### src/rtl/sfsw_pkg.sv
/*
  Shared constants and types of the serial flash status-write block:
  opcodes, status bit positions, reset values, pin carrier and states.
  Assumes a single 125 MHz clock domain that oversamples the link pins.
*/
package sfsw_pkg;

  // ----------------------------------------------------------------
  // command opcodes
  // ----------------------------------------------------------------
  localparam logic [7:0] OP_READ_STATUS  = 8'h05;
  localparam logic [7:0] OP_WRITE_STATUS = 8'h01;
  localparam logic [7:0] OP_WRITE_SR2    = 8'h31;

  // ----------------------------------------------------------------
  // status byte field positions
  // ----------------------------------------------------------------
  localparam int LOCK_POS  = 7;
  localparam int EPE_POS   = 5;
  localparam int WPP_POS   = 4;
  localparam int PROT_POS  = 2;
  localparam int WEL_POS   = 1;
  localparam int BUSY_POS  = 0;
  localparam int RESET_CMD_ENABLE_POS  = 4;

  // reserved bits of status byte 2 read as zero
  localparam logic [7:0] SR2_RSVD_MASK = 8'hEE;

  // ----------------------------------------------------------------
  // reset values
  // ----------------------------------------------------------------
  localparam logic       RST_LOCK = 1'b0;
  localparam logic       RST_PROT = 1'b0;
  localparam logic       RST_WEL  = 1'b0;
  localparam logic       RST_RESET_CMD_ENABLE = 1'b0;
  localparam logic [7:0] RST_BYTE = 8'h00;

  // ----------------------------------------------------------------
  // counters
  // ----------------------------------------------------------------
  localparam logic [2:0] BIT_LAST   = 3'h7;
  localparam logic [1:0] BYTES_FULL = 2'h2;

  // ----------------------------------------------------------------
  // types
  // ----------------------------------------------------------------
  typedef struct packed {
    logic cs_n;
    logic sck;
    logic si;
    logic wp_n;
  } sfsw_pins_t;

  // idle pin levels: deselected, clock low, not write-protected
  localparam sfsw_pins_t RST_PINS = '{cs_n: 1'b1, sck: 1'b0, si: 1'b0,
                                      wp_n: 1'b1};

  typedef enum logic [2:0] {
    ST_IDLE,
    ST_CMD,
    ST_READ,
    ST_WSR1,
    ST_WSR2,
    ST_SKIP
  } sfsw_state_t;

endpackage

### src/rtl/sfsw_sync.sv
/*
  Two-flop synchroniser for the link pins.
  Assumes the pins are asynchronous to i_clk; only stage two is read.
*/
module sfsw_sync (
  input  wire logic                i_clk,
  input  wire logic                i_rst,
  input  wire sfsw_pkg::sfsw_pins_t i_pins,
  output      sfsw_pkg::sfsw_pins_t o_pins
);

  typedef struct packed {
    sfsw_pkg::sfsw_pins_t s1;
    sfsw_pkg::sfsw_pins_t s2;
  } sfsw_sync_st_t;

  sfsw_sync_st_t r;
  sfsw_sync_st_t r_nxt;

  always_comb begin
    r_nxt    = r;
    r_nxt.s1 = i_pins;
    r_nxt.s2 = r.s1;
  end

  // reset to the idle pin levels so no false edge follows reset
  always_ff @(posedge i_clk) begin
    if (i_rst) begin
      r <= '{s1: sfsw_pkg::RST_PINS, s2: sfsw_pkg::RST_PINS};
    end else begin
      r <= r_nxt;
    end
  end

  assign o_pins = r.s2;

endmodule

### src/rtl/sfsw_top.sv
/*
  Status register logic of a small serial flash: status read, the
  protection write, the status byte 2 write and reset-command gating.
  Assumes SPI mode 0 or 3 pins oversampled by i_clk, and that other
  command logic on i_clk pulses write-enable set/clear and reset request.
*/

// Operation
// - busy flag appears at bit 0 of both status bytes.
// - reset enable clears at power-up; reset requests ignored while zero.
// - reset requests are acted on while reset-command enable is one.
// - reset-command enable changes only by status byte 2 write or power.
// - status byte 2 holds enable at bit 4, busy at 0, zeros elsewhere.
// - protection write is 01h plus one byte: bit 7 lock, bit 2 protect.
// - bytes after the protection write data byte are discarded.
// - valid protection write updates lock and protect, clears the latch.
// - outcome depends on data, prior lock and write-protect pin at deselect.
// - short or off-boundary protection write aborts, latch still cleared.
// - with write-protect asserted, a lock clear is ignored, latch cleared.
// - status byte 2 write is 31h plus one byte, bit 4 enable.
// - status byte 2 write alone changes the enable; latch required first.
// - bytes after the status byte 2 write data byte are discarded.
// - valid status byte 2 write loads enable and clears the latch.
// - short or off-boundary status byte 2 write keeps enable, clears latch.
// - status writes are refused while the write-enable latch is zero.
// - lock set and write-protect asserted freezes the protect bit.
// - status read after 05h streams byte 1 then byte 2, MSB first.
// - an incomplete opcode at deselect leaves the latch unchanged.
module sfsw_top (
  input  wire logic i_clk,
  input  wire logic i_rst,
  input  wire logic i_cs_n,
  input  wire logic i_sck,
  input  wire logic i_si,
  input  wire logic i_wp_n,
  input  wire logic i_busy,
  input  wire logic i_prog_error,
  input  wire logic i_wel_set,
  input  wire logic i_wel_clr,
  input  wire logic i_reset_req,
  output      logic o_so,
  output      logic o_so_oe,
  output      logic o_ready_busy_flag,
  output      logic o_reset_cmd_enable,
  output      logic o_protect_lock_bit,
  output      logic o_array_protect_bit,
  output      logic o_write_enable_latch,
  output      logic [7:0] o_status_second_byte,
  output      logic o_reset_go
);

  // ----------------------------------------------------------------
  // state
  // ----------------------------------------------------------------
  typedef struct packed {
    sfsw_pkg::sfsw_state_t state;
    logic                  cs_prev;
    logic                  sck_prev;
    logic [2:0]            bit_idx;
    logic [1:0]            byte_cnt;
    logic [7:0]            shift_in;
    logic [7:0]            data_byte;
    logic [7:0]            out_sh;
    logic [2:0]            out_cnt;
    logic                  out_sel;
    logic                  so;
    logic                  so_oe;
    logic                  lock;
    logic                  prot;
    logic                  reset_cmd_enable;
    logic                  write_enable_latch;
    logic                  busy;
    logic                  epe;
    logic                  reset_go;
    logic [7:0]            sr2;
  } sfsw_top_st_t;

  sfsw_top_st_t         r;
  sfsw_top_st_t         r_nxt;
  sfsw_pkg::sfsw_pins_t pins_raw;
  sfsw_pkg::sfsw_pins_t pins;

  assign pins_raw = '{cs_n: i_cs_n, sck: i_sck, si: i_si, wp_n: i_wp_n};

  // every pin passes two flops; edge detectors read only the second
  sfsw_sync u_sync (
    .i_clk  (i_clk),
    .i_rst  (i_rst),
    .i_pins (pins_raw),
    .o_pins (pins)
  );

  // ----------------------------------------------------------------
  // pin events and status images
  // ----------------------------------------------------------------
  logic       cs_fall;
  logic       cs_rise;
  logic       sck_rise;
  logic       sck_fall;
  logic       byte_done;
  logic       frame_full;
  logic       wp_on;
  logic [7:0] byte_in;
  logic [7:0] sr1_img;
  logic [7:0] sr2_img;

  assign cs_fall    = !pins.cs_n && r.cs_prev;
  assign cs_rise    = pins.cs_n && !r.cs_prev && (r.state != sfsw_pkg::ST_IDLE);
  assign sck_rise   = !pins.cs_n && pins.sck && !r.sck_prev;
  assign sck_fall   = !pins.cs_n && !pins.sck && r.sck_prev;
  assign byte_in    = {r.shift_in[6:0], pins.si};
  assign byte_done  = sck_rise && (r.bit_idx == sfsw_pkg::BIT_LAST);
  // a whole data byte and a deselect on a byte boundary
  assign frame_full = (r.byte_cnt == sfsw_pkg::BYTES_FULL)
                   && (r.bit_idx == 3'h0);
  assign wp_on      = !pins.wp_n;

  always_comb begin
    sr1_img                     = sfsw_pkg::RST_BYTE;
    sr1_img[sfsw_pkg::LOCK_POS] = r.lock;
    sr1_img[sfsw_pkg::EPE_POS]  = r.epe;
    sr1_img[sfsw_pkg::WPP_POS]  = pins.wp_n;
    sr1_img[sfsw_pkg::PROT_POS] = r.prot;
    sr1_img[sfsw_pkg::WEL_POS]  = r.write_enable_latch;
    sr1_img[sfsw_pkg::BUSY_POS] = r.busy;
    sr2_img                     = sfsw_pkg::RST_BYTE;
    sr2_img[sfsw_pkg::RESET_CMD_ENABLE_POS] = r.reset_cmd_enable;
    sr2_img[sfsw_pkg::BUSY_POS] = r.busy;
  end

  // ----------------------------------------------------------------
  // next state
  // ----------------------------------------------------------------
  always_comb begin
    r_nxt          = r;
    r_nxt.cs_prev  = pins.cs_n;
    r_nxt.sck_prev = pins.sck;
    r_nxt.busy     = i_busy;
    r_nxt.epe      = i_prog_error;
    r_nxt.sr2      = sr2_img;
    // the enable only gates the request; it is never touched by it
    r_nxt.reset_go = i_reset_req && r.reset_cmd_enable;

    if (cs_fall) begin
      r_nxt.state    = sfsw_pkg::ST_CMD;
      r_nxt.bit_idx  = 3'h0;
      r_nxt.byte_cnt = 2'h0;
      r_nxt.so_oe    = 1'b0;
    end else if (cs_rise) begin
      r_nxt.state = sfsw_pkg::ST_IDLE;
      r_nxt.so_oe = 1'b0;
      r_nxt.so    = 1'b0;
      unique case (r.state)
        sfsw_pkg::ST_WSR1: begin
          if (frame_full) begin
            // clearing the lock under write-protect drops the command
            if (!(wp_on && r.lock &&
                  !r.data_byte[sfsw_pkg::LOCK_POS])) begin
              r_nxt.lock = r.data_byte[sfsw_pkg::LOCK_POS];
              if (!(wp_on && r.lock)) begin
                r_nxt.prot = r.data_byte[sfsw_pkg::PROT_POS];
              end
            end
          end
          r_nxt.write_enable_latch = 1'b0;
        end
        sfsw_pkg::ST_WSR2: begin
          if (frame_full) begin
            r_nxt.reset_cmd_enable = r.data_byte[sfsw_pkg::RESET_CMD_ENABLE_POS];
          end
          r_nxt.write_enable_latch = 1'b0;
        end
        // an unfinished opcode keeps the latch as it stands
        sfsw_pkg::ST_CMD:  r_nxt.write_enable_latch = r.write_enable_latch;
        sfsw_pkg::ST_READ: r_nxt.write_enable_latch = r.write_enable_latch;
        sfsw_pkg::ST_SKIP: r_nxt.write_enable_latch = r.write_enable_latch;
        sfsw_pkg::ST_IDLE: r_nxt.write_enable_latch = r.write_enable_latch;
      endcase
    end else if (r.state != sfsw_pkg::ST_IDLE) begin
      if (sck_rise) begin
        r_nxt.shift_in = byte_in;
        r_nxt.bit_idx  = r.bit_idx + 3'h1;
      end
      if (byte_done) begin
        if (r.byte_cnt != sfsw_pkg::BYTES_FULL) begin
          r_nxt.byte_cnt = r.byte_cnt + 2'h1;
        end
        // only the first byte after the opcode is kept
        if (r.byte_cnt == 2'h1) begin
          r_nxt.data_byte = byte_in;
        end
        if (r.state == sfsw_pkg::ST_CMD) begin
          unique case (byte_in)
            sfsw_pkg::OP_READ_STATUS: begin
              r_nxt.state   = sfsw_pkg::ST_READ;
              r_nxt.out_sh  = sr1_img;
              r_nxt.out_cnt = 3'h0;
              r_nxt.out_sel = 1'b1;
              r_nxt.so_oe   = 1'b1;
            end
            sfsw_pkg::OP_WRITE_STATUS: begin
              r_nxt.state = r.write_enable_latch ? sfsw_pkg::ST_WSR1
                                  : sfsw_pkg::ST_SKIP;
            end
            sfsw_pkg::OP_WRITE_SR2: begin
              r_nxt.state = r.write_enable_latch ? sfsw_pkg::ST_WSR2
                                  : sfsw_pkg::ST_SKIP;
            end
            default: r_nxt.state = sfsw_pkg::ST_SKIP;
          endcase
        end
      end
      if (sck_fall && (r.state == sfsw_pkg::ST_READ)) begin
        r_nxt.so      = r.out_sh[7];
        r_nxt.out_cnt = r.out_cnt + 3'h1;
        if (r.out_cnt == sfsw_pkg::BIT_LAST) begin
          // reload from live state so each pass shows fresh data
          r_nxt.out_sh  = r.out_sel ? sr2_img : sr1_img;
          r_nxt.out_sel = !r.out_sel;
        end else begin
          r_nxt.out_sh = {r.out_sh[6:0], 1'b0};
        end
      end
    end

    // the other command logic wins over a deselect clear in one cycle
    if (i_wel_clr) begin
      r_nxt.write_enable_latch = 1'b0;
    end
    if (i_wel_set) begin
      r_nxt.write_enable_latch = 1'b1;
    end
  end

  always_ff @(posedge i_clk) begin
    if (i_rst) begin
      r           <= '0;
      r.state     <= sfsw_pkg::ST_IDLE;
      r.cs_prev   <= 1'b1;
      r.lock      <= sfsw_pkg::RST_LOCK;
      r.prot      <= sfsw_pkg::RST_PROT;
      r.write_enable_latch       <= sfsw_pkg::RST_WEL;
      r.reset_cmd_enable      <= sfsw_pkg::RST_RESET_CMD_ENABLE;
      r.data_byte <= sfsw_pkg::RST_BYTE;
    end else begin
      r <= r_nxt;
    end
  end

  // ----------------------------------------------------------------
  // outputs
  // ----------------------------------------------------------------
  assign o_so                 = r.so;
  assign o_so_oe              = r.so_oe;
  assign o_ready_busy_flag    = r.busy;
  assign o_reset_cmd_enable   = r.reset_cmd_enable;
  assign o_protect_lock_bit   = r.lock;
  assign o_array_protect_bit  = r.prot;
  assign o_write_enable_latch = r.write_enable_latch;
  assign o_status_second_byte = r.sr2;
  assign o_reset_go           = r.reset_go;

  logic wsr1_end;
  logic wsr2_end;
  assign wsr1_end = cs_rise && (r.state == sfsw_pkg::ST_WSR1);
  assign wsr2_end = cs_rise && (r.state == sfsw_pkg::ST_WSR2);
endmodule
### config.mk
export PLATFORM = sky130hd
export DESIGN_NAME = sfsw_top
export DESIGN_NICKNAME = d
export VERILOG_FILES = /design/src/rtl/sfsw_pkg.sv /design/src/rtl/sfsw_sync.sv /design/src/rtl/sfsw_top.sv
export SDC_FILE = /design/constraint.sdc
export NUM_CORES = 1
export LEC_CHECK = 0
export ABC_AREA = 1
export BUFFER_PORTS_ARGS = -buffer_cell sky130_fd_sc_hd__buf_2
export CORE_ASPECT_RATIO = 1.25
export CORE_MARGIN = 2
export CORE_UTILIZATION = 54
export DETAILED_ROUTE_END_ITERATION = 8
export GPL_TIMING_DRIVEN = 0
export PLACE_DENSITY = 0.81
export SETUP_SLACK_MARGIN = 0.05
export SYNTH_ARGS = -nofsm -noshare
export SYNTH_HDL_FRONTEND = slang
export SYNTH_SLANG_ARGS = --single-unit
### constraint.sdc
create_clock -name i_clk -period 2.02 [get_ports i_clk]
set_input_delay 0.404 -clock i_clk [delete_from_list [all_inputs] [get_ports i_clk]]
set_output_delay 0.404 -clock i_clk [all_outputs]
set_load 0.01 [all_outputs]
# Word-level counts from Yosys, hierarchy flattened
# Cells that the tools add are included.
dict set report totals {
  register_bits 63
  input_bits 11
  wordCells 138
}
dict set report op_classes {
  n_addsub 3
  n_eq_ne 15
  mux 36
  bitwise_logic 4
  reduce_logical 50
}
# cell count
set op_table {}
lappend op_table {{$mux W35} 1}
lappend op_table {{$mux W8} 4}
lappend op_table {{$mux W12} 2}
lappend op_table {{$mux W3} 7}
lappend op_table {{$mux W20} 1}
lappend op_table {{$reduce_and A3 Y1} 6}
lappend op_table {{$reduce_and A4 Y1} 4}
lappend op_table {{$reduce_bool A3 Y1} 5}
lappend op_table {{$logic_and A1 B1 Y1} 13}
lappend op_table {{$mux W13} 1}
lappend op_table {{$eq A3 B3 Y1 const B} 4}
lappend op_table {{$mux W2} 6}
lappend op_table {{$reduce_and A6 Y1} 2}
lappend op_table {{$mux W1} 11}
lappend op_table {{$reduce_and A5 Y1} 2}
lappend op_table {{$reduce_bool A2 Y1} 5}
lappend op_table {{$pmux W3 S3} 1}
lappend op_table {{$eq A8 B1 Y1 const B} 1}
lappend op_table {{$eq A8 B3 Y1 const B} 1}
lappend op_table {{$eq A8 B6 Y1 const B} 1}
lappend op_table {{$mux W4} 2}
lappend op_table {{$logic_not A1 Y1} 7}
lappend op_table {{$add A3 B1 Y3 const B} 2}
lappend op_table {{$eq A3 B2 Y1 const B} 2}
lappend op_table {{other kinds (12)} 17}

# Longest topological paths before layout
# Gate-level depths: netlist of run 1.
dict set report logic_depth {
  depth_word 10
  mapped_depth 10
  ltp_nobuf 10
}

# By module
# Synthesis of run 1 repeated with hierarchy kept, for this count alone.
dict set report unflattened {
  hier_cells 349
  area_unflattened_um2 2511.2
}
# module instances cells_per_inst area_per_inst_um2
set modules_own_cells {}
lappend modules_own_cells {sfsw_top 1 320 2257.2}
lappend modules_own_cells {sfsw_sync 1 29 254.0}

# Least setup slack after synthesis of run 1
# No wires, ideal clock.
dict set report synth_path {
  path_kind {register to register}
  from {reg r[47] in the netlist's numbering}
  to {reg r[45] in the netlist's numbering}
  setup_time_ns 0.114
  arrival_ns 1.274
  required_ns 1.906
  setup_slack_ns 0.632
  stages_incl_launch_ff 7
  period_less_slack_ns 1.388
  cell_sequence {dfxtp_1 ha_1 ha_1 nand4_4 nor3_1 xor2_1 nor2_1}
}
dict set report synth_via {
  elab_chain_len 3
}
# element line
set synth_lines {}
lappend synth_lines {{start: declaration} sfsw_top.sv:78} ;# sfsw_top_st_t r;
lappend synth_lines {{start signal: assignment} sfsw_top.sv:246} ;# r <= r_nxt;
lappend synth_lines {{$eq A3 B3 Y1} sfsw_top.sv:112} ;# assign byte_done = sck_rise && (r.bit_idx == sfsw_pkg::BIT_LAST);
lappend synth_lines {{$logic_and A1 B1 Y1} sfsw_top.sv:112}
lappend synth_lines {{$reduce_and A4 Y1 (no line)} n/a}
# Every way passes these cells.
# A chain may end at the register's enable or synchronous reset.

# Worst setup path in the final report of run 1
# Ends and elaborated chain as after synthesis.

==> flow_summary.toml, run 1 <==
[critical_path]
reg2reg_from = "r[47]"
crit_path_end = "r[45]"
endpoint_kind = "flip-flop"
regToRegSetupSlack_ps = 460
cp_max_fo = 4
rr_endpoint = "r[45]"
crit_type = "reg -> reg"
start_kind = "flip-flop"
reg2reg_depth = 6
arrival_ps = 1770
cp-startpoint = "r[47]"
worstPathRequired_ps = 2220

[detailed_routing]
wl_per_cell_um = 11.7
routed_via_density = 4.91
drc = 0
dr.pass1.iters = 4
postRouteWirelength_um = 4910
vias = 2062
drtIter0Drc = 114
drtAntennaViolNets = 0

[global_route]
grt_overflow = 0
grt_first_pass_wirelength_um = 8320
grt_max_degree = 16
grt_pass1_vias = 1900
antenna_found_initial = 0
gr-usage-all-layers_pct = 21.3

[cts]
post-cts-setup-buffer-count = 0
cts-root-buf = "clkbuf_8"
cts_tree = "built"
cts.path.max_buffers = 2
hold_buffers = 0
insertion_delay_ps = 310
clock_sinks = 51
cts_resized = 0
path_clk_slew_ps = 80
cts_htree_levels = 2
cts_buffers = 5

[logic_synthesis]
syn_area_per_cell_um2 = 7.33
synth_seq_area_share_pct = 42.3
ys_seq_elements = 51
yosys_warnings = 0
yosys.area.top_type = "dfxtp_1"
synthAdderAreaFrac_pct = 3.63
syn_inst = 329
yosysUniqueCellTypes = 28
synth_mux_area_share_pct = 0
synthesis.area_mm2 = 0.00241
synthXorXnorAreaFrac_pct = 0.363
synth_compound_area_share_pct = 10.1
yosys.area_share.simple_pct = 32.6
yosys.area.top_type_share_pct = 42.3
yosys-top-cells-area = "dfxtp_1 (42%), nand2_1 (9.6%), nor2_1 (8.4%), inv_1 (7.0%), o21ai_0 (4.4%)"
synth_top_family_by_area = "simple AND/OR/NAND/NOR gates"

[power_and_ir_drop]
p_total_mw = 1.70
power_leakage_nw = 1.30
peakVddDrop_v = 0.000420
p_per_area_mw_per_mm2 = 631

[placement]
dp_hpwl_um = 3770
port_buffers = 20
gp_congestion = 0.977

[timing]
skew_ps = 6.76
min_period_over_period_pct = 77.4
rsz0062_at_grt = "false"
slew_headroom_pct = 65.3
setup_tns_ps = 0
max_freq_mhz = 639
setup_viol = 0
layout_min_cycle_time_ps = 1560
finalHoldViolCount = 0
worst_pin_slew_ps = 520
drv_slew = 0

[floorplanning]
ios = 27
die_y_um = 78.7
start_util_pct = 55.4
dieWidth_um = 63.8
core_area_mm2 = 0.00436
die_area_mm2 = 0.00502
placementRows = 27

[final_layout]
nNetsFinal = 379
n_fill_cell = 388
layout-drive-gt1-share_pct = 16.6
syn_to_final_growth_pct = 11.5
register_area_mm2 = 0.00102
diodes = 0
multi_input_area_mm2 = 0.00115

[job]
cap_violations = 0

[worst_hold_path]
hold_path.class = "in -> reg"

[run_status]
status = "complete, no violations"
[critical path: stages (launching register included)]
cell     delay, ps
dfxtp_1        360
ha_1           170
ha_1           220
nand4_4        160
nor3_1         320
xor2_1         190
nor2_1          50
[Yosys cell counts]
| master | n |
|---|---|
| nor3_1 | 3 |
| ha_1 | 7 |
| a211oi_1 | 1 |
| or2_2 | 4 |
| nor3b_1 | 1 |
| nor2_8 | 1 |
| nor2_2 | 4 |
| inv_1 | 45 |
| inv_2 | 2 |
| dfxtp_1 | 51 |
| nand3_1 | 16 |
| nand2_1 | 62 |
| nand4_4 | 1 |
| nand4_1 | 5 |
| conb_1 | 1 |
| nand2_2 | 3 |
| clkbuf_1 | 4 |
| nand2_4 | 5 |
| o21bai_1 | 4 |
| xor2_1 | 1 |
| buf_4 | 8 |
| nand3_2 | 1 |
| nand3_4 | 1 |
| nor2_4 | 2 |
| nor2_1 | 54 |
| a21oi_1 | 20 |
| buf_6 | 1 |
| o21ai_0 | 21 |
[per-stage QoR]
step	setup WS (ps)	hold WS (ps)	cells	area [um2]	utilization (%)
after floorplan	632	388	334	2430	-
after global placement	505	389	412	2600	59.7
after detailed placement	448	396	412	2600	59.7
after CTS	435	268	420	2690	61.7
after global routing	261	274	420	2690	61.7
final	456	275	420	2690	61.7
[flip-flops by register name, indices dropped and copies added (netlist names), 2 cells and up]
signal / flops
u_sync.o_pins: 4
byte_in: 7
u_sync.r: 4
r: 26
o_status_second_byte: 2
[cells in the final DEF (no fill, tap or decap), drive strengths merged]
master / count
a211oi: 1
a21oi: 20
buf: 29
clkbuf: 10
clkinv: 1
clkinvlp: 1
conb: 6
dfxtp: 51
ha: 7
inv: 47
nand2: 70
nand3: 18
nand4: 6
nor2: 61
nor3: 3
nor3b: 1
o21ai: 21
o21bai: 4
or2: 4
xor2: 1
[area by class of cell]
cell class / instances / area share, %
repair buffers: 20 / 3.72
clock buffers: 6 / 2.70
multi-input cells: 223 / 42.7
flip-flops and latches: 51 / 38.0
well taps: 58 / 2.70
clock inverters: 2 / 0.465
plain buffers: 13 / 3.21
inverters: 47 / 6.56
[report_power, final]
group,switching (mW),total [mW],leakage (nW),internal [mW]
Clock,0.329,0.571,0.0412,0.242
Combinational,0.0602,0.0971,0.846,0.0369
Sequential,0.00992,1.03,0.414,1.02
[cells by family after synthesis]
| family | after synthesis |
|---|---|
| AO/OA/AOI/OAI | 46 |
| XOR/XNOR | 1 |
| adder cells (fa/ha/maj) | 7 |
| buffers and inverters | 60 |
| flip-flops | 51 |
| other | 1 |
| AND/OR/NAND/NOR | 163 |
[metal layers]
metal / up-vias / wire (um) / track usage [%]
met4: 0 / 112 / 9.57
met1: 928 / 2060 / 23.8
li1: 1080 / - / -
met3: 12 / 182 / 5.24
met2: 42 / 2560 / 37.6
met5: - / 0 / 0
[worst min-delay path by stage]
stage,start,to,depth (start not counted)
after global placement,u_sync.r[6],u_sync.o_pins[2],2
after detailed placement,u_sync.r[5],u_sync.o_pins[1],2
after global routing,i_cs_n,u_sync.r[7],2
after floorplan,u_sync.r[5],u_sync.o_pins[1],2
after CTS,i_cs_n,u_sync.r[7],2
final,i_cs_n,u_sync.r[7],2
(Power assumes the default switching activity.)
==> run 2, diff against run 1 <==
ABC_AREA = 0   (was 1)
PLACE_DENSITY = 0.82   (was 0.81)
clock period = 1.6 ns   (was 2.02 ns; I/O delays follow)
==> flow_summary.toml, run 2 <==
[logic_synthesis]
synth_edf_count = 0
ys_seq_elements = 51
synth-main-ff-cell = "dfxtp_1"
yosysUniqueCellTypes = 50
async_reset_ff_share_pct = 0
yosys.area.top_type_share_pct = 43.6
yosys-top-cells-count = "dfxtp_1 (51), nor2_1 (18), inv_1 (16)"
yosys.area.top_type = "dfxtp_1"
syn_inst = 252
syn_area_per_cell_um2 = 9.28
synth_seq_area_share_pct = 43.6
yosys_warnings = 0
yosys-top-cells-area = "dfxtp_1 (44%), mux2i_1 (6.4%), ha_1 (3.7%), a21oi_1 (3.2%), nand2b_1 (2.9%)"
synthesis.area_mm2 = 0.00234
synth.most_common_cell = "dfxtp_1"

[critical_path]
crit_type = "reg -> reg"
start_kind = "flip-flop"
cpMaxStageDelayCell = "dfxtp_2"
regToRegSetupSlack_ps = -90
crit_path_max_incr_delay_ps = 360
cp_common_cell = "ha_4"
cp_max_fo = 6
arrival_ps = 1890
worstPathRequired_ps = 1800
crit_chain = "ha_4 -> ha_4 -> and4bb_2 -> nand4_4 -> a21o_4 -> o221a_1"
endpoint_kind = "flip-flop"

[placement]
place_ws_ps = -144
gp_congestion = 0.809
port_buffers = 19
dp_hpwl_um = 3380
dpl-instance-area_mm2 = 0.00255

[global_route]
grt_first_pass_wirelength_um = 8230
grt_overflow = 0
grt_max_degree = 16
grt_pass1_vias = 1821
gr-usage-all-layers_pct = 21.4
antenna_found_initial = 0

[final_layout]
finalInstanceArea_mm2 = 0.00289
syn_to_final_growth_pct = 23.4
final_common_cell = "dfxtp_1"
n_fill_cell = 329
layout-drive-gt1-share_pct = 30.5
largest_reg_flops = 26
layout_common_cells = "dfxtp_1 (45), buf_2 (19), nor2_1 (17), buf_4 (17)"
fin_util_pct = 69.9
diodes = 0
largest-register = "r"
nNetsFinal = 309

[power_and_ir_drop]
p_per_area_mw_per_mm2 = 827
power_leakage_nw = 1.15
peakVddDrop_v = 0.000663

[detailed_routing]
drc = 0
dr.pass1.iters = 5
wl_per_cell_um = 15.4
drtIter0Drc = 102
drtAntennaViolNets = 0
vias = 1972
postRouteWirelength_um = 5340
routed_via_density = 5.67

[timing]
rsz0062_at_grt = "true"
skew_ps = 12.1
finalHoldViolCount = 0
drv_slew = 0
hold_ws_ps = 191
max_freq_mhz = 593
setup_viol = 5
setup_slack_ps = -87.2
layout_min_cycle_time_ps = 1690
min_period_over_period_pct = 105
setup_tns_ps = -213

[floorplanning]
die_area_mm2 = 0.00488
start_util_pct = 56.6
ios = 27
core_area_mm2 = 0.00413
dieWidth_um = 62.9
die_y_um = 77.6
placementRows = 26

[cts]
hold_buffers = 0
cts-root-buf = "clkbuf_8"
cts_buffers = 5
path_clk_slew_ps = 100
cts_htree_levels = 2
cts.path.max_buffers = 2
clock_sinks = 51
cts_tree = "built"
insertion_delay_ps = 310

[run_status]
violations = "setup timing"
status = "finished, violations left"

[job]
cap_violations = 0

[worst_hold_path]
hold_path.class = "in -> reg"
==> run 2: area by class of cell <==
type                    count  area, um2  share of cell area [%]
repair buffers             29        174                    6.03
multi-input cells         173       1330                    46.0
clock inverters             2       35.0                    1.21
well taps                  56       70.1                    2.43
inverters                  16       60.1                    2.08
plain buffers              15        101                    3.51
clock buffers               6       82.6                    2.86
flip-flops and latches     51       1040                    35.9
==> run 2: critical path: cells and delay by family (launching register included) <==
| family | cells | cell delay [ps] |
|---|---|---|
| AOI/OAI and AO/OA | 2 | 490 |
| and+or+nand+nor | 2 | 440 |
| DFF | 1 | 360 |
| adders and majority gates | 2 | 270 |
==> run 2: worst paths after layout <==
path               startpoint               end  cells past startpoint
setup / recovery        r[47]             r[25]                      6
hold / removal         i_wp_n       u_sync.r[4]                      2
hold reg to reg   u_sync.r[4]  u_sync.o_pins[0]                      1
setup reg to reg        r[47]             r[25]                      6
==> run 2: what timing repair did <==
item                                    4_1_cts  5_1_grt
pin swaps                                     4        9
resized for setup                            22       21
endpoints found under the hold margin         0        0
setup buffers                                 5        5
endpoints found under the setup margin       23       30
gates cloned                                  0        0
==> run 2: metrics by stage <==
step	total power [mW]	std cells
floorplan	1.43	257
global placement	1.46	332
detailed placement	1.46	332
CTS	2.37	344
global route	2.44	348
finish	2.39	348
==> run 2: power breakdown <==
part           internal, mW  switching (mW)
clock                 0.506           0.430
combinational        0.0666          0.0804
sequential             1.29          0.0167
==> run 2: cell families (layout without fill, tap and decap cells) <==
logic type,count (synthesis),after routing,share of synthesized area [%]
AOI/OAI and AO/OA,50,50,14.0
xor gates and xnor gates,2,2,0.749
adders and majority gates,7,7,3.74
buffers and inverters,33,68,7.06
DFF,51,51,43.6
muxes,16,16,6.90
other,1,6,0.160
and+or+nand+nor,92,92,23.8
==> run 2: routing by layer <==
layer  share of wire, %  global-route usage (%)  vias to the layer above
met4                3.7                    9.33                        0
met5                  0                       0                        -
met3                5.7                    4.06                       17
met1                 41                    24.9                      924
li1                   -                       -                      947
met2                 50                    37.8                       84
